===== src/sacc_params.svh =====
// Contract
// - Converter runs only while enable bit set
// - Each conversion result lands in result bytes
// - Justify bit selects right or left alignment
// - Eight-bit mode fills high byte only
// - Eight-bit conversion is two clocks shorter
// - SAR clock divided down from system clock
// - Six selectable conversion start sources
// - Busy write starts on-demand software conversion
// - Busy stays high through whole conversion
// - Busy falling edge sets complete flag, interrupt
// - Timer 2/3 overflow byte follows mode
// - Delayed tracking adds three SAR clocks
// - Without delayed tracking conversion starts immediately
// - Internal triggers track whenever converter idle
// - Strobe trigger tracking follows strobe level; with delayed tracking the code tracks whenever not converting
// - Divider field is sysclk/sarclk minus one
// - Conversion takes 13 or 11 SAR clocks
`ifndef SACC_PARAMS_SVH
`define SACC_PARAMS_SVH

// ==========================================================
// Register addresses
`define SACC_ADDR_CTRL  8'he8
`define SACC_ADDR_CFG   8'hbc
`define SACC_ADDR_RESHI 8'hbe
`define SACC_ADDR_RESLO 8'hbd

// ==========================================================
// Control register fields
`define SACC_CTRL_EN    7
`define SACC_CTRL_DTRK  6
`define SACC_CTRL_DONE  5
`define SACC_CTRL_BUSY  4
`define SACC_CTRL_SELHI 2
`define SACC_CTRL_SELLO 0
`define SACC_CTRL_RST   8'h00
`define SACC_SEL_RST    3'h0

// ==========================================================
// Configuration register fields
`define SACC_CFG_DIVHI  7
`define SACC_CFG_DIVLO  3
`define SACC_CFG_JUST   2
`define SACC_CFG_EIGHT  1
`define SACC_CFG_GAIN   0
`define SACC_CFG_RST    8'hf9

// ==========================================================
// Trigger select codes
`define SACC_TRIG_SW    3'h0
`define SACC_TRIG_TMR0  3'h1
`define SACC_TRIG_TMR2  3'h2
`define SACC_TRIG_TMR1  3'h3
`define SACC_TRIG_EXT   3'h4
`define SACC_TRIG_TMR3  3'h5

// ==========================================================
// Conversion timing in SAR clocks
`define SACC_CLKS_TEN   4'hd
`define SACC_CLKS_EIGHT 4'hb
`define SACC_FIRST_DEC  4'h2
`define SACC_IDX_BASE   4'hb
`define SACC_LOW_TEN    4'h0
`define SACC_LOW_EIGHT  4'h2
`define SACC_DLY_CLKS   2'h3
`define SACC_DLY_LAST   2'h2
`define SACC_CODE_START 10'h200

`endif


===== src/sacc_pkg.sv =====
// ==========================================================
// Shared types
package sacc_pkg;
  // Control sequencer states
  typedef enum logic [1:0] {
    SACC_IDLE,
    SACC_DELAY,
    SACC_CONV
  } sacc_state_t;
endpackage


===== src/sacc_sar_seq.sv =====
`timescale 1ns/1ps
`include "sacc_params.svh"
// ==========================================================
// Successive approximation bit sequencer
module sacc_sar_seq (
  input  wire logic       clk_sys,
  input  wire logic       arst_n,
  input  wire logic       start,
  input  wire logic       abort,
  input  wire logic       sar_tick,
  input  wire logic       eight_bit,
  input  wire logic       cmp_in,
  output logic [9:0]      trial_code,
  output logic [9:0]      result,
  output logic            done
);
  logic       active;     // Conversion in flight
  logic [3:0] clk_cnt;    // SAR clocks seen so far
  wire  [3:0] last_clk;   // Index of final SAR clock
  wire  [3:0] low_idx;    // Lowest bit resolved
  wire        dec_valid;  // This tick decides a bit
  wire  [3:0] dec_idx;    // Bit decided on this tick
  wire        step;       // Active SAR clock edge
  wire  [9:0] code_start = `SACC_CODE_START; // First trial, MSB only

  // Eight-bit mode stops two clocks early
  assign last_clk  = eight_bit ? (`SACC_CLKS_EIGHT - 4'h1)
                               : (`SACC_CLKS_TEN - 4'h1);
  assign low_idx   = eight_bit ? `SACC_LOW_EIGHT : `SACC_LOW_TEN;
  assign step      = active & sar_tick & ~abort;
  assign dec_valid = (clk_cnt >= `SACC_FIRST_DEC) & (clk_cnt < last_clk);
  assign dec_idx   = `SACC_IDX_BASE - clk_cnt;

  // ==========================================================
  // Clock counter and completion
  always_ff @(posedge clk_sys or negedge arst_n) begin
    if (!arst_n) begin
      active  <= 1'b0;
      clk_cnt <= 4'h0;
      done    <= 1'b0;
      result  <= 10'h000;
    end else begin
      done <= 1'b0;
      // Abort wins so a shutdown never reports data
      if (abort) begin
        active <= 1'b0;
      end else if (start) begin
        active  <= 1'b1;
        clk_cnt <= 4'h0;
      end else if (step) begin
        clk_cnt <= clk_cnt + 4'h1;
        if (clk_cnt == last_clk) begin
          active <= 1'b0;
          done   <= 1'b1;
          result <= trial_code;
        end
      end
    end
  end

  // ==========================================================
  // One flop per trial bit: keep or drop, then try next lower
  for (genvar b = 0; b < 10; b++) begin : g_bit
    always_ff @(posedge clk_sys or negedge arst_n) begin
      if (!arst_n) begin
        trial_code[b] <= 1'b0;
      end else if (start) begin
        trial_code[b] <= code_start[b];
      end else if (step && dec_valid) begin
        if (dec_idx == 4'(b)) begin
          trial_code[b] <= cmp_in;
        end else if ((dec_idx == 4'(b + 1)) && (4'(b) >= low_idx)) begin
          trial_code[b] <= 1'b1;
        end
      end
    end
  end
endmodule


===== src/sacc_conv_ctrl.sv =====
// Implementation choices: the strobed register port and the address map.
`timescale 1ns/1ps
`include "sacc_params.svh"
// ==========================================================
// Conversion control for the 10-bit SAR converter
module sacc_conv_ctrl (
  input  wire logic       clk_sys,
  input  wire logic       arst_n,
  input  wire logic [7:0] reg_addr,
  input  wire logic [7:0] reg_wdata,
  input  wire logic       reg_wr,
  input  wire logic       reg_rd,
  output logic      [7:0] reg_rdata,
  input  wire logic       tmr0_ovf,
  input  wire logic       tmr1_ovf,
  input  wire logic       tmr2_lo_ovf,
  input  wire logic       tmr2_hi_ovf,
  input  wire logic       tmr2_split,
  input  wire logic       tmr3_lo_ovf,
  input  wire logic       tmr3_hi_ovf,
  input  wire logic       tmr3_split,
  input  wire logic       external_convert_strobe,
  input  wire logic       irq_enable,
  input  wire logic       cmp_in,
  output logic            conv_irq,
  output logic            sar_power_on,
  output logic            sar_track,
  output logic            sar_clk_tick,
  output logic      [9:0] sar_trial_code
);

  // ==========================================================
  // Software visible state
  logic       converter_enable_bit;     // Whole converter on
  logic       delayed_tracking_bit;     // Three-clock track delay
  logic       conversion_complete_flag; // Sticky completion
  logic [2:0] trigger_select_field;     // Start source
  logic [4:0] sar_clock_divider;        // Divide minus one
  logic       justify_select_bit;       // 1 means left aligned
  logic       eight_bit_mode_bit;       // Eight-bit conversions
  logic       gain_bit;                 // Kept for readback only
  logic [7:0] result_high_byte;         // Result, upper byte
  logic [7:0] result_low_byte;          // Result, lower byte

  // ==========================================================
  // Internal state
  sacc_pkg::sacc_state_t state;         // Sequencer state
  sacc_pkg::sacc_state_t next_state;    // Its next value
  logic [4:0] div_cnt;                  // SAR clock divider count
  logic [1:0] dly_cnt;                  // Delay clocks elapsed
  logic       strb_s1;                  // Strobe sync stage one
  logic       strb_s2;                  // Strobe sync stage two
  logic       strb_s3;                  // Previous synced level
  logic       next_track;               // Next tracking level
  logic [9:0] seq_result;               // Raw converted code
  logic       seq_done;                 // Sequencer finished

  // ==========================================================
  // Address decode
  wire wr_ctrl  = reg_wr & (reg_addr == `SACC_ADDR_CTRL);
  wire wr_cfg   = reg_wr & (reg_addr == `SACC_ADDR_CFG);
  wire wr_reshi = reg_wr & (reg_addr == `SACC_ADDR_RESHI);
  wire wr_reslo = reg_wr & (reg_addr == `SACC_ADDR_RESLO);

  // Busy reads one from trigger to completion
  wire busy = (state != sacc_pkg::SACC_IDLE);
  wire idle = (state == sacc_pkg::SACC_IDLE);

  // ==========================================================
  // Trigger selection
  wire sel_ext  = (trigger_select_field == `SACC_TRIG_EXT);
  // Software start uses the select value already stored
  wire sw_go    = wr_ctrl & reg_wdata[`SACC_CTRL_BUSY]
                & (trigger_select_field == `SACC_TRIG_SW);
  // Split timers overflow from the low byte
  wire tmr2_evt = tmr2_split ? tmr2_lo_ovf : tmr2_hi_ovf;
  wire tmr3_evt = tmr3_split ? tmr3_lo_ovf : tmr3_hi_ovf;
  wire strb_rise = strb_s2 & ~strb_s3;
  // Reserved codes select nothing
  wire trig_evt =
    (trigger_select_field == `SACC_TRIG_SW)   ? sw_go     :
    (trigger_select_field == `SACC_TRIG_TMR0) ? tmr0_ovf  :
    (trigger_select_field == `SACC_TRIG_TMR2) ? tmr2_evt  :
    (trigger_select_field == `SACC_TRIG_TMR1) ? tmr1_ovf  :
    (trigger_select_field == `SACC_TRIG_EXT)  ? strb_rise :
    (trigger_select_field == `SACC_TRIG_TMR3) ? tmr3_evt  :
    1'b0;
  // Triggers during a conversion are dropped
  wire trig_fire = converter_enable_bit & idle & trig_evt;

  // ==========================================================
  // SAR clock and start timing
  // No stray strobe to the core once the last bit is in
  wire run      = converter_enable_bit & busy & ~seq_done;
  wire sar_tick = run & (div_cnt == sar_clock_divider);
  wire dly_done = (state == sacc_pkg::SACC_DELAY) & sar_tick
                & (dly_cnt == `SACC_DLY_LAST);
  wire seq_start = (trig_fire & ~delayed_tracking_bit)
                 | dly_done;
  wire conv_ok  = seq_done & converter_enable_bit;

  // ==========================================================
  // Result formatting
  wire [7:0] fmt_hi = eight_bit_mode_bit ? seq_result[9:2] :
                      justify_select_bit ? seq_result[9:2] :
                      {6'h00, seq_result[9:8]};
  wire [7:0] fmt_lo = eight_bit_mode_bit ? 8'h00 :
                      justify_select_bit ? {seq_result[1:0], 6'h00} :
                      seq_result[7:0];

  // ==========================================================
  // Read mux; unmapped addresses read zero
  wire [7:0] ctrl_rd = {converter_enable_bit, delayed_tracking_bit,
                        conversion_complete_flag, busy, 1'b0,
                        trigger_select_field};
  wire [7:0] cfg_rd  = {sar_clock_divider, justify_select_bit,
                        eight_bit_mode_bit, gain_bit};
  wire [7:0] rd_mux  =
    (reg_addr == `SACC_ADDR_CTRL)  ? ctrl_rd :
    (reg_addr == `SACC_ADDR_CFG)   ? cfg_rd :
    (reg_addr == `SACC_ADDR_RESHI) ? result_high_byte :
    (reg_addr == `SACC_ADDR_RESLO) ? result_low_byte :
    8'h00;

  // Strobe to the analog core, one per SAR clock
  assign sar_clk_tick = sar_tick;

  // ==========================================================
  // Bit sequencer, aborted the moment the enable drops
  sacc_sar_seq u_seq (
    .clk_sys    (clk_sys),
    .arst_n     (arst_n),
    .start      (seq_start),
    .abort      (~converter_enable_bit),
    .sar_tick   (sar_tick),
    .eight_bit  (eight_bit_mode_bit),
    .cmp_in     (cmp_in),
    .trial_code (sar_trial_code),
    .result     (seq_result),
    .done       (seq_done)
  );

  // ==========================================================
  // Next state
  always_comb begin
    next_state = state;
    unique case (state)
      sacc_pkg::SACC_IDLE: begin
        // Delay mode keeps tracking before conversion
        if (trig_fire) begin
          next_state = delayed_tracking_bit ? sacc_pkg::SACC_DELAY
                                            : sacc_pkg::SACC_CONV;
        end
      end
      sacc_pkg::SACC_DELAY: begin
        if (dly_done) begin
          next_state = sacc_pkg::SACC_CONV;
        end
      end
      sacc_pkg::SACC_CONV: begin
        if (seq_done) begin
          next_state = sacc_pkg::SACC_IDLE;
        end
      end
    endcase
    // Shutdown overrides everything
    if (!converter_enable_bit) begin
      next_state = sacc_pkg::SACC_IDLE;
    end
  end

  // ==========================================================
  // Tracking level; strobe mode without delay tracks on low
  always_comb begin
    next_track = 1'b0;
    if (converter_enable_bit && state != sacc_pkg::SACC_CONV) begin
      if (sel_ext) begin
        next_track = delayed_tracking_bit | ~strb_s2;
      end else begin
        next_track = 1'b1;
      end
    end
  end

  // ==========================================================
  // State, divider and delay counters
  always_ff @(posedge clk_sys or negedge arst_n) begin
    if (!arst_n) begin
      state   <= sacc_pkg::SACC_IDLE;
      div_cnt <= 5'h00;
      dly_cnt <= 2'h0;
    end else begin
      state   <= next_state;
      // Divider restarts with each trigger so timing is fixed
      div_cnt <= (!run || sar_tick) ? 5'h00 : div_cnt + 5'h01;
      dly_cnt <= (state != sacc_pkg::SACC_DELAY) ? 2'h0 :
                 sar_tick ? dly_cnt + 2'h1 : dly_cnt;
    end
  end

  // ==========================================================
  // Strobe pin synchroniser and edge history
  always_ff @(posedge clk_sys or negedge arst_n) begin
    if (!arst_n) begin
      strb_s1 <= 1'b0;
      strb_s2 <= 1'b0;
      strb_s3 <= 1'b0;
    end else begin
      strb_s1 <= external_convert_strobe;
      strb_s2 <= strb_s1;
      strb_s3 <= strb_s2;
    end
  end

  // ==========================================================
  // Control and configuration registers
  always_ff @(posedge clk_sys or negedge arst_n) begin
    if (!arst_n) begin
      {converter_enable_bit, delayed_tracking_bit} <= 2'h0;
      trigger_select_field <= `SACC_SEL_RST;
      {sar_clock_divider, justify_select_bit,
       eight_bit_mode_bit, gain_bit} <= `SACC_CFG_RST;
    end else begin
      if (wr_ctrl) begin
        converter_enable_bit <= reg_wdata[`SACC_CTRL_EN];
        delayed_tracking_bit <= reg_wdata[`SACC_CTRL_DTRK];
        trigger_select_field <=
          reg_wdata[`SACC_CTRL_SELHI:`SACC_CTRL_SELLO];
      end
      if (wr_cfg) begin
        {sar_clock_divider, justify_select_bit,
         eight_bit_mode_bit, gain_bit} <= reg_wdata;
      end
    end
  end

  // ==========================================================
  // Completion flag; a finishing conversion beats a clear
  always_ff @(posedge clk_sys or negedge arst_n) begin
    if (!arst_n) begin
      conversion_complete_flag <= 1'b0;
    end else if (conv_ok) begin
      conversion_complete_flag <= 1'b1;
    end else if (wr_ctrl) begin
      conversion_complete_flag <= reg_wdata[`SACC_CTRL_DONE];
    end
  end

  // ==========================================================
  // Result bytes; written together with the flag
  always_ff @(posedge clk_sys or negedge arst_n) begin
    if (!arst_n) begin
      result_high_byte <= 8'h00;
      result_low_byte  <= 8'h00;
    end else if (conv_ok) begin
      result_high_byte <= fmt_hi;
      result_low_byte  <= fmt_lo;
    end else begin
      if (wr_reshi) begin
        result_high_byte <= reg_wdata;
      end
      if (wr_reslo) begin
        result_low_byte <= reg_wdata;
      end
    end
  end

  // ==========================================================
  // Registered outputs and read data
  always_ff @(posedge clk_sys or negedge arst_n) begin
    if (!arst_n) begin
      reg_rdata    <= 8'h00;
      conv_irq     <= 1'b0;
      sar_power_on <= 1'b0;
      sar_track    <= 1'b0;
    end else begin
      reg_rdata    <= reg_rd ? rd_mux : 8'h00;
      conv_irq     <= conversion_complete_flag & irq_enable;
      sar_power_on <= converter_enable_bit;
      sar_track    <= next_track;
    end
  end

  // ==========================================================
  // Checking helpers: SAR clocks per conversion, tick gaps
  logic [3:0] chk_conv_ticks;  // Ticks since sequencer start
  logic [1:0] chk_dly_ticks;   // Ticks spent in delay
  logic [4:0] chk_gap;         // Cycles since last tick
  logic       chk_had_tick;    // A tick seen in this run
  always_ff @(posedge clk_sys or negedge arst_n) begin
    if (!arst_n) begin
      chk_conv_ticks <= 4'h0;
      chk_dly_ticks  <= 2'h0;
      chk_gap        <= 5'h00;
      chk_had_tick   <= 1'b0;
    end else begin
      chk_conv_ticks <= seq_start ? 4'h0 :
        (sar_tick && state == sacc_pkg::SACC_CONV) ?
        chk_conv_ticks + 4'h1 : chk_conv_ticks;
      chk_dly_ticks  <= (trig_fire) ? 2'h0 :
        (sar_tick && state == sacc_pkg::SACC_DELAY) ?
        chk_dly_ticks + 2'h1 : chk_dly_ticks;
      chk_gap        <= (!run || sar_tick) ? 5'h00 : chk_gap + 5'h01;
      chk_had_tick   <= run & (chk_had_tick | sar_tick);
    end
  end
endmodule


===== config.mk =====
export PLATFORM = sky130hd
export DESIGN_NAME = sacc_conv_ctrl
export DESIGN_NICKNAME = d
export VERILOG_FILES = /design/src/sacc_pkg.sv /design/src/sacc_sar_seq.sv /design/src/sacc_conv_ctrl.sv
export VERILOG_INCLUDE_DIRS = /design/src /design/src/src
export SDC_FILE = /design/constraint.sdc
export NUM_CORES = 1
export LEC_CHECK = 0
export BUFFER_PORTS_ARGS = -buffer_cell sky130_fd_sc_hd__buf_2
export CAP_MARGIN = 30
export CORE_ASPECT_RATIO = 0.7
export CORE_MARGIN = 2
export CORE_UTILIZATION = 30
export DETAILED_ROUTE_END_ITERATION = 16
export SLEW_MARGIN = 10
export SYNTH_ARGS = -nofsm -noshare
export SYNTH_HDL_FRONTEND = slang
export SYNTH_SLANG_ARGS = --single-unit

===== constraint.sdc =====
create_clock -name clk_sys -period 6.4 [get_ports clk_sys]
set_input_delay 0.96 -clock clk_sys [delete_from_list [all_inputs] [get_ports clk_sys]]
set_output_delay 0.96 -clock clk_sys [all_outputs]
set_load 0.005 [all_outputs]

==> run_results.csv, run 1 <==
group,metric,value,unit
outcome,status,"finished, final reports clean",
sta,setup_total_negative_slack,0,ns
global_route,initial_antenna_violation_count,0,
synthesis,mappedNetlistArea,0.00407,mm2
synthesis,seq_area_frac_synth,48.7,%
detailed_routing,detail_route.iter0.violations,236,
placement,gp_routability_congestion,0.834,
clocking,clock_tree.buffer_depth,2,
floorplanning,placementRows,35,
worst_hold_path,worstHoldPathType,"reg2reg",
finish,fin_util,36.6,%
global_route,grt_start_max_net_pins,44,
global_route,globalRoute.totalOverflow,0,
floorplanning,io_pins,53,
finish,syn_to_final_growth,18.9,%
run,timing.max_cap.violations,0,
sta,worstMarginPinSlew,0.855,ns
floorplanning,die_area,0.0145,mm2
clocking,worst_setup_hold_path_clk_slew,0.06,ns
sta,max_freq,324,MHz
detailed_routing,drt_pre_antenna_iters,6,
floorplanning,die-height,101,um
placement,place_ws,3.10,ns
synthesis,synth_top_area_cells,"dfrtp_1 45%, mux2_2 4.4%, nand2_1 4.3%, dfstp_2 3.9%, ha_1 3.4%",
power_and_ir_drop,ir_drop,118,uV
global_route,first_pass_grt_wire_length,16.5,mm
placement,buffer_ports.inserted,52,
synthesis,number_of_nets_produced_by_synthesis,435,
sta,finalMaxSlewViolations,0,
global_route,grt_pass1_vias,3021,
critical_path,worst-r2r-cell-count,7,
critical_path,crit_required,5.44,ns
clocking,tritoncts,"built",
sta,fin_crit_sh,48.3,%
critical_path,cp_max_fo,7,
synthesis,synth-seq-cells,79,
sta,timing.slew.headroom,42.5,%
sta,hold_violations,0,
clocking,numCtsBuffers,9,
critical_path,regToRegStartpoint,"state[0]",
sta,rsz0062_at_grt,"no",
floorplanning,fp.coreArea,0.0132,mm2
finish,final.fill_count,1325,
finish,fin_nets,481,
synthesis,synth_top_cell_area_share,44.8,%
critical_path,timing_worst_setup_path_type,"reg2out",
detailed_routing,wl_per_cell,16.4,um
synthesis,syn_inst,393,
critical_path,crit_path_start_kind,"flop",
synthesis,syn_avg_cell_area,10.4,um2
detailed_routing,post-route-drc-count,0,
power_and_ir_drop,power_density,269,mW/mm2
sta,finClkSkew,0.00844,ns
sta,final_period_minus_worst_setup_slack,3.09,ns
placement,detailed_place_hpwl,7.57,mm
clocking,cts_setup_buffers,0,
synthesis,synth-main-ff-cell,"dfrtp_1",
detailed_routing,vias,3191,
synthesis,synth-async-reset-ratio,100,%
global_route,grt_util_all_layers,14.9,%
synthesis,yosysUniqueCellTypes,54,
clocking,h-tree-depth,3,
finish,layout_commonest_cell,"dfrtp_1",
sta,worst_hold_slack,0.350,ns
finish,final_cell_mix,"73 x dfrtp_1, 51 x buf_2, 47 x nand2_1",
critical_path,critical_path.endpoint_type,"output port",
synthesis,netlist.top_cell.by_area,"dfrtp_1",
clocking,ctsHoldBuffers,0,
floorplanning,initial_cell_density_of_the_core,30.8,%
finish,n_antenna_cell,0,
detailed_routing,totalWireLength,10.3,mm
worst_hold_path,whs_path_depth,0,
sta,layout_setup_ws,3.31,ns
power_and_ir_drop,total_leakage_power,2.21,nW
clocking,cts_resized,0,
synthesis,yosysWarningCount,0,
clocking,worstSkewPairLatency,0.35,ns
worst_hold_path,timing.hold.worst.start,"strb_s1",
detailed_routing,route.detailed.vias_per_inst,5.07,
finish,share_of_post_route_cells_with_drive_strength_above_1,25.2,%
clocking,root_buffer,"clkbuf_16",
sta,final-setup-viol-count,0,
synthesis,synth_edf_count,0,
critical_path,worst_setup_path_startpoint,"sar_clock_divider[0]",
critical_path,cp.arrival,2.13,ns
floorplanning,floorplan.die.width,143,um
detailed_routing,ant_nets,0,
clocking,cts_sinks,79,
path summary, 6_finish.rpt:
path | end | slack [ns]
setup reg to reg | u_seq.result[0] | 3.65
setup / recovery | sar_clk_tick | 3.31
hold / removal | strb_s2 | 0.35
hold reg to reg | strb_s2 | 0.35
min in group asynchronous | sar_track | 0.61
max in group asynchronous | sar_clock_divider[4] | 5.14
cell families (layout without fill, tap and decap cells):
family	count (synthesis)	count (layout)	share of synthesized area, %
muxes	36	36	10.4
xor gates and xnor gates	12	12	2.58
AOI/OAI and AO/OA	91	91	14.6
buffers and inverters	32	83	3.78
DFF	79	79	48.7
adders and majority gates	11	11	3.38
and+or+nand+nor	132	132	16.5
final cells by class:
cell class                 instances  area (um2)  share of cell area (%)
timing repair buffer              55         298                    6.15
sequential                        79        1980                    41.0
multi-input combinational        282        1940                    40.0
clock inverter                     5         105                    2.17
clock buffer                      11         243                    5.01
tap                              185         231                    4.78
inverter                          12        45.0                   0.930
critical path: stages, from the launching register on:
cell	delay (ns)
dfstp_2	0.58
xor2_1	0.11
nor4_4	0.51
nand3_2	0.29
clkinv_1	0.17
buf_2	0.14
registers in the layout, indices dropped and copies added (netlist names), 2 cells and up:
signal                flops
sar_clock_divider         5
u_seq.clk_cnt             4
result_low_byte           8
result_high_byte          8
div_cnt                   5
reg_rdata                 8
dly_cnt                   2
trigger_select_field      3
state                     2
u_seq.result             10
u_seq.trial_code         10
per-layer routing:
layer | GRT usage [%] | up-vias | part of all wire (%)
met3 | 4.21 | 13 | 7.7
met1 | 22.9 | 1573 | 53
li1 | - | 1485 | -
met2 | 20.3 | 120 | 39
met4 | 3.85 | 0 | 1.0
met5 | 0 | - | 0
cell usage after synthesis, types with 6 or more instances:
master,number
ha_1,11
nor2b_1,14
mux2i_1,11
dfstp_2,6
inv_1,11
xor2_1,7
clkbuf_1,11
o21ai_0,27
nor3_1,7
a21oi_1,16
a211oi_1,6
nand3_1,13
mux2_2,16
dfrtp_1,73
nor2_1,23
a22oi_1,18
mux2_4,9
nand2_1,47
where the power goes:
part           internal [mW]  leakage [nW]  switching, mW
clock                  0.392         0.162          0.208
combinational         0.0634          1.05         0.0791
sequential             0.528         0.998         0.0350
total                  0.983          2.21          0.322
through the flow:
stage	cell area, um2	total power [mW]	std cells
finish	4840	1.30	629
floorplan	4070	0.647	393
CTS	4830	1.31	628
global route	4840	1.36	629
detailed placement	4490	0.714	612
global placement	4470	0.706	611
Note: power is estimated with default switching activity, not from simulation.
==> run 2, diff against run 1 <==
Settings changed: ABC_AREA from default to 1.
Clock period 6.4 ns to 2.7 ns, I/O delays scaled along.
==> run 2 against run 1 <==
Wire length rose by 6.5%. Die area rose by 5.6%. Global-route usage fell by 0.083 points. Count of clock-buffer cells in the layout did not move. Non-clock buffer count rose by 2. Synthesized area rose by 5.7%. Combinational power rose by 19%. Critical path depth rose by 1. Power rose by 110%. Sequential power rose by 120%. Largest cell class unchanged. Largest power group unchanged. Highest routed layer unchanged.
==> run_results.csv, run 2 <==
group,metric,value,unit
sta,fin_crit_sh,81.0,%
power_and_ir_drop,post-layout-total-power,2.73,mW
synthesis,synth_top_family_by_area,"simple AND/OR/NAND/NOR gates",
global_route,globalRoute.totalOverflow,0,
synthesis,synth_top_area_cells,"dfrtp_1 42%, nand2_1 12%, o21ai_0 6.3%, inv_1 5.7%, nand3_1 5.3%",
sta,worstMarginPinSlew,0.637,ns
synthesis,synthXorXnorAreaFrac,1.22,%
run,timing.max_cap.violations,0,
critical_path,critPathCapture,"sar_clk_tick",
critical_path,regToRegStartpoint,"state[1]",
clocking,clock_tree.buffer_depth,2,
clocking,cts_setup_buffers,0,
critical_path,crit_path_start_kind,"flop",
sta,final_period_minus_worst_setup_slack,2.19,ns
critical_path,cp_max_fo,4,
synthesis,synth-main-ff-cell,"dfrtp_1",
sta,finalMaxSlewViolations,0,
finish,final_cell_mix,"135 x nand2_1, 73 x dfrtp_1, 65 x inv_1",
synthesis,synth-seq-cells,79,
critical_path,crit_required,2.30,ns
power_and_ir_drop,total_leakage_power,2.58,nW
clocking,h-tree-depth,3,
floorplanning,die-height,104,um
clocking,numCtsBuffers,9,
synthesis,yosys-mux-area-fraction,0.232,%
critical_path,critical_path.endpoint_type,"output port",
placement,detailed_place_hpwl,8.25,mm
global_route,grt_start_max_net_pins,56,
finish,n_antenna_cell,0,
sta,timing.slew.headroom,57.1,%
global_route,grt_util_all_layers,14.8,%
clocking,tritoncts,"built",
placement,dpl-instance-area,0.00474,mm2
synthesis,yosysWarningCount,0,
detailed_routing,totalWireLength,11.0,mm
power_and_ir_drop,power_density,538,mW/mm2
placement,buffer_ports.inserted,52,
synthesis,synth-async-reset-ratio,100,%
clocking,worst_setup_hold_path_clk_slew,0.06,ns
critical_path,worst-r2r-setup-slack,0.53,ns
synthesis,synthAdderAreaFrac,3.19,%
synthesis,synth_top_cell_area_share,42.4,%
critical_path,cp.arrival,1.78,ns
floorplanning,fp.coreArea,0.0140,mm2
finish,fin_util,36.3,%
detailed_routing,route.detailed.vias_per_inst,4.89,
sta,final-setup-viol-count,0,
finish,biggestRegsByFlops,"u_seq.result (10), u_seq.trial_code (10)",
global_route,grt_pass1_vias,3532,
synthesis,synth_compound_gate_area_share,11.2,%
finish,syn_to_final_growth,17.8,%
detailed_routing,post-route-drc-count,0,
synthesis,syn_avg_cell_area,8.01,um2
clocking,worstSkewPairLatency,0.33,ns
floorplanning,io_pins,53,
global_route,first_pass_grt_wire_length,18.2,mm
sta,max_freq,457,MHz
critical_path,worst-r2r-cell-count,9,
critical_path,timing_worst_setup_path_type,"reg2out",
detailed_routing,wl_per_cell,14.0,um
finish,share_of_post_route_cells_with_drive_strength_above_1,16.9,%
synthesis,number_of_nets_produced_by_synthesis,580,
sta,hold_violations,0,
clocking,cts_sinks,79,
detailed_routing,ant_nets,0,
placement,place_ws,0.571,ns
synthesis,seq_area_frac_synth,46.1,%
floorplanning,placementRows,36,
sta,finClkSkew,0.00412,ns
finish,fin_nets,630,
floorplanning,floorplan.die.width,147,um
global_route,initial_antenna_violation_count,0,
placement,gp_routability_congestion,0.880,
floorplanning,initial_cell_density_of_the_core,30.9,%
finish,stdcell_area,0.00507,mm2
synthesis,yosysUniqueCellTypes,43,
sta,layout_setup_ws,0.514,ns
synthesis,synth_commonest_cells,"135 x nand2_1, 73 x dfrtp_1, 65 x inv_1",
floorplanning,die_area,0.0153,mm2
critical_path,worst_setup_path_startpoint,"state[1]",
outcome,status,"finished, final reports clean",
synthesis,most_used_standard_cell_by_instance_count_after_synthesis,"nand2_1",
power_and_ir_drop,ir_drop,309,uV
detailed_routing,drt_pre_antenna_iters,5,
synthesis,netlist.top_cell.by_area,"dfrtp_1",
detailed_routing,vias,3825,
detailed_routing,detail_route.iter0.violations,358,
clocking,root_buffer,"clkbuf_16",
sta,setup_total_negative_slack,0,ns
finish,layout_commonest_cell,"nand2_1",
worst_hold_path,worstHoldPathType,"in2reg",
synthesis,synth_edf_count,0,
sta,rsz0062_at_grt,"no",
synthesis,synthesized_area_fraction_occupied_by_and_or_nand_nor_cells,29.2,%
synthesis,syn_inst,538,
critical_path,r2r_end,"u_seq.result[9]",
synthesis,mappedNetlistArea,0.00431,mm2
## run 2: changes by cell type after synthesis, sizes merged, moves of 18 or more
cell   before  now
nand2      48  140
inv        11   69
nand3      14   50
nor2       23   57
o21ai      27   54
mux2       25    0
a22oi      18    0
## run 2: repair_timing
action                                  CTS  global route
hold endpoints to repair                 24             0
hold buffers                              1             0
endpoints found under the setup margin    0             0
gates resized for setup                   0             0
## run 2: worst min-delay path by stage
stage | cells after the start | slack [ns] | endpoint | start
floorplan | 0 | 0.11 | conv_irq | arst_n
global placement | 0 | 0.34 | strb_s2 | strb_s1
detailed placement | 1 | 0.34 | strb_s2 | arst_n
CTS | 1 | 0.17 | strb_s1 | external_convert_strobe
global route | 1 | 0.17 | strb_s1 | external_convert_strobe
finish | 1 | 0.18 | strb_s1 | external_convert_strobe
## run 2: cells by family after synthesis
logic type | Yosys count
mux | 1
fa+ha+maj | 11
simple gates | 267
compound gates | 87
buf+inv | 87
flops | 79
xor+xnor | 6
## run 2: layout make-up
type | count | area, um2
Fill cell | 1486 | 8890
Clock inverter | 5 | 81.3
Multi-Input combinational cell | 372 | 1940
Inverter | 69 | 262
Tap cell | 190 | 238
Clock buffer | 11 | 243
Sequential cell | 79 | 1980
Timing Repair Buffer | 57 | 323
## run 2: worst max-delay path: stages (launching register included)
cell	delay, ns
dfrtp_1	0.38
inv_1	0.08
ha_1	0.26
nor3_4	0.40
nand2_4	0.13
inv_1	0.08
buf_2	0.11
## run 2: metal layers
metal / track usage [%] / share of wire (%) / up-vias
li1: - / - / 1863
met1: 23.1 / 52 / 1804
met2: 20.1 / 39 / 148
met3: 4.17 / 7.7 / 10
met4: 3.30 / 0.75 / 0
met5: 0 / 0 / -
## run 2: per-stage QoR
stage,cells,hold slack (ns)
5_1_grt,783,0.171
3_3_place_gp,765,0.339
6_report,783,0.180
3_5_place_dp,766,0.337
4_1_cts,783,0.173
2_1_floorplan,538,0.109
## run 2: power breakdown
part / switching (mW) / internal (mW) / leakage (nW) / total (mW)
Combinational: 0.110 / 0.0597 / 1.43 / 0.170
Sequential: 0.0262 / 1.22 / 0.997 / 1.25
Clock: 0.475 / 0.835 / 0.156 / 1.31
Total: 0.612 / 2.12 / 2.58 / 2.73
==> run 3, diff against run 2 <==
Clock period 2.7 ns to 1.9 ns, I/O delays scaled along.
==> run 3 against run 2 <==
Worst setup slack worse by 0.47 ns. Wire length is 4.7% higher. Final area is 6.3% higher. First-iteration DRC count is 31% lower. Clock power is 37% higher. Largest power group unchanged.
==> run_results.csv, run 3 (same netlist as run 2, synthesis figures left out) <==
group,metric,value,unit
outcome,status,"finished, final reports clean",
finish,final_cell_mix,"127 x nand2_1, 73 x dfrtp_1, 62 x inv_1",
detailed_routing,post-route-drc-count,0,
clocking,root_buffer,"clkbuf_16",
sta,rsz0062_at_grt,"yes",
placement,place_ws,-0.0634,ns
finish,biggestRegsByFlops,"u_seq.result (10), u_seq.trial_code (10)",
finish,layout_commonest_cell,"nand2_1",
power_and_ir_drop,sequential_share_of_power,46.0,%
floorplanning,io_pins,53,
critical_path,cp_max_fo,6,
critical_path,timing_worst_setup_path_type,"reg2reg",
power_and_ir_drop,clock_power_share,47.0,%
placement,buffer_ports.inserted,52,
placement,gp_routability_congestion,0.896,
sta,final_period_minus_worst_setup_slack,1.86,ns
power_and_ir_drop,cell_int_power,2.99,mW
sta,layout_setup_ws,0.0418,ns
global_route,grt_util_all_layers,15.8,%
clocking,numCtsBuffers,9,
power_and_ir_drop,post-layout-total-power,3.84,mW
worst_hold_path,worstHoldPathType,"in2reg",
finish,fin_nets,663,
clocking,h-tree-depth,3,
global_route,globalRoute.totalOverflow,0,
sta,timing.slew.headroom,67.8,%
finish,layout.area.seq,0.00198,mm2
power_and_ir_drop,power_density,711,mW/mm2
finish,final.fill_count,1454,
sta,setup_total_negative_slack,0,ns
sta,worstMarginPinSlew,0.482,ns
sta,max_freq,538,MHz
floorplanning,initial_cell_density_of_the_core,30.9,%
detailed_routing,drt_pre_antenna_iters,4,
clocking,clock_tree.buffer_depth,2,
detailed_routing,route.detailed.vias_per_inst,4.81,
sta,hold_violations,0,
placement,detailed_place_hpwl,8.60,mm
floorplanning,floorplan.die.width,147,um
finish,fin_util,38.6,%
global_route,grt_start_max_net_pins,56,
critical_path,crit_path_start_kind,"flop",
floorplanning,die_area,0.0153,mm2
power_and_ir_drop,comb_power_share,7.0,%
critical_path,critical_path.endpoint_type,"flop",
power_and_ir_drop,switchingPower,0.847,mW
finish,multi_input_comb_area,0.00203,mm2
global_route,initial_antenna_violation_count,0,
critical_path,crit_required,2.13,ns
global_route,first_pass_grt_wire_length,19.0,mm
sta,finalMaxSlewViolations,0,
detailed_routing,wl_per_cell,14.1,um
sta,final-setup-viol-count,0,
finish,syn_to_final_growth,25.2,%
floorplanning,placementRows,36,
clocking,worst_setup_hold_path_clk_slew,0.06,ns
global_route,grt_pass1_vias,3688,
detailed_routing,detail_route.iter0.violations,246,
clocking,cts_sinks,79,
power_and_ir_drop,ir_drop,350,uV
run,timing.max_cap.violations,0,
power_and_ir_drop,power.share.switching,22.1,%
detailed_routing,ant_nets,0,
floorplanning,die-height,104,um
power_and_ir_drop,total_leakage_power,2.74,nW
finish,share_of_post_route_cells_with_drive_strength_above_1,23.5,%
clocking,tritoncts,"built",
floorplanning,fp.coreArea,0.0140,mm2
clocking,worstSkewPairLatency,0.34,ns
detailed_routing,totalWireLength,11.5,mm
sta,finClkSkew,0.00561,ns
sta,fin_crit_sh,97.8,%
detailed_routing,vias,3924,
critical_path,cp.arrival,2.09,ns
finish,n_antenna_cell,0,
## run 3: critical path, stage by stage (launching register included)
cell,delay [ns]
dfstp_2,0.53
buf_6,0.09
inv_2,0.03
nand2_1,0.04
nand2_1,0.06
nand3_2,0.09
nor2_4,0.05
buf_6,0.11
nand4_4,0.15
nand2_8,0.10
nor2_4,0.19
nand3_4,0.15
nand2_2,0.12
nand2_2,0.04
## run 3: layout make-up
cell class | instances | share of cell area (%)
tap | 190 | 4.41
clock inverter | 3 | 1.25
timing repair buffer | 88 | 10.6
inverter | 69 | 4.89
multi-input combinational | 374 | 37.6
clock buffer | 13 | 4.45
sequential | 79 | 36.8
## run 3: path summary, 6_finish.rpt
kind	to	cells after the start	from	slack (ns)
setup / recovery	u_seq.result[9]	13	sar_clock_divider[1]	0.04
hold reg to reg	strb_s2	0	strb_s1	0.38
hold / removal	strb_s1	1	external_convert_strobe	0.06
setup reg to reg	u_seq.result[9]	13	sar_clock_divider[1]	0.04
max in group asynchronous	sar_clock_divider[3]	3	arst_n	0.85
min in group asynchronous	strb_s1	2	arst_n	0.40
## run 3: repair_timing
item,in CTS,in global routing
hold buffers,1,0
gates resized for setup,3,24
pin swaps,3,10
endpoints found under the hold margin,23,0
setup endpoints to repair,14,24
setup buffers,3,6
gates cloned,0,2
## run 3: power by group through the flow
stage | Clock (mW) | Sequential, mW | Combinational (mW)
finish | 1.80 | 1.76 | 0.270
global route | 1.94 | 1.77 | 0.311
CTS | 1.85 | 1.76 | 0.266
detailed placement | 0 | 1.79 | 0.258
global placement | 0 | 1.79 | 0.253
floorplan | 0 | 1.79 | 0.135
## run 3: stage by stage
step           hold WS (ns)  cells  cell area [um2]
2_1_floorplan       -0.0106    538             4310
3_3_place_gp          0.217    789             4900
3_5_place_dp          0.218    789             4900
4_1_cts              0.0456    808             5260
5_1_grt              0.0538    816             5390
6_report             0.0594    816             5390
## run 3: layer usage
layer,share of wire (%),global-route usage (%),routed length (um)
met3,6.5,4.74,752
met5,0,0,0
met4,1.4,4.53,163
met2,41,21.9,4720
met1,51,23.5,5850
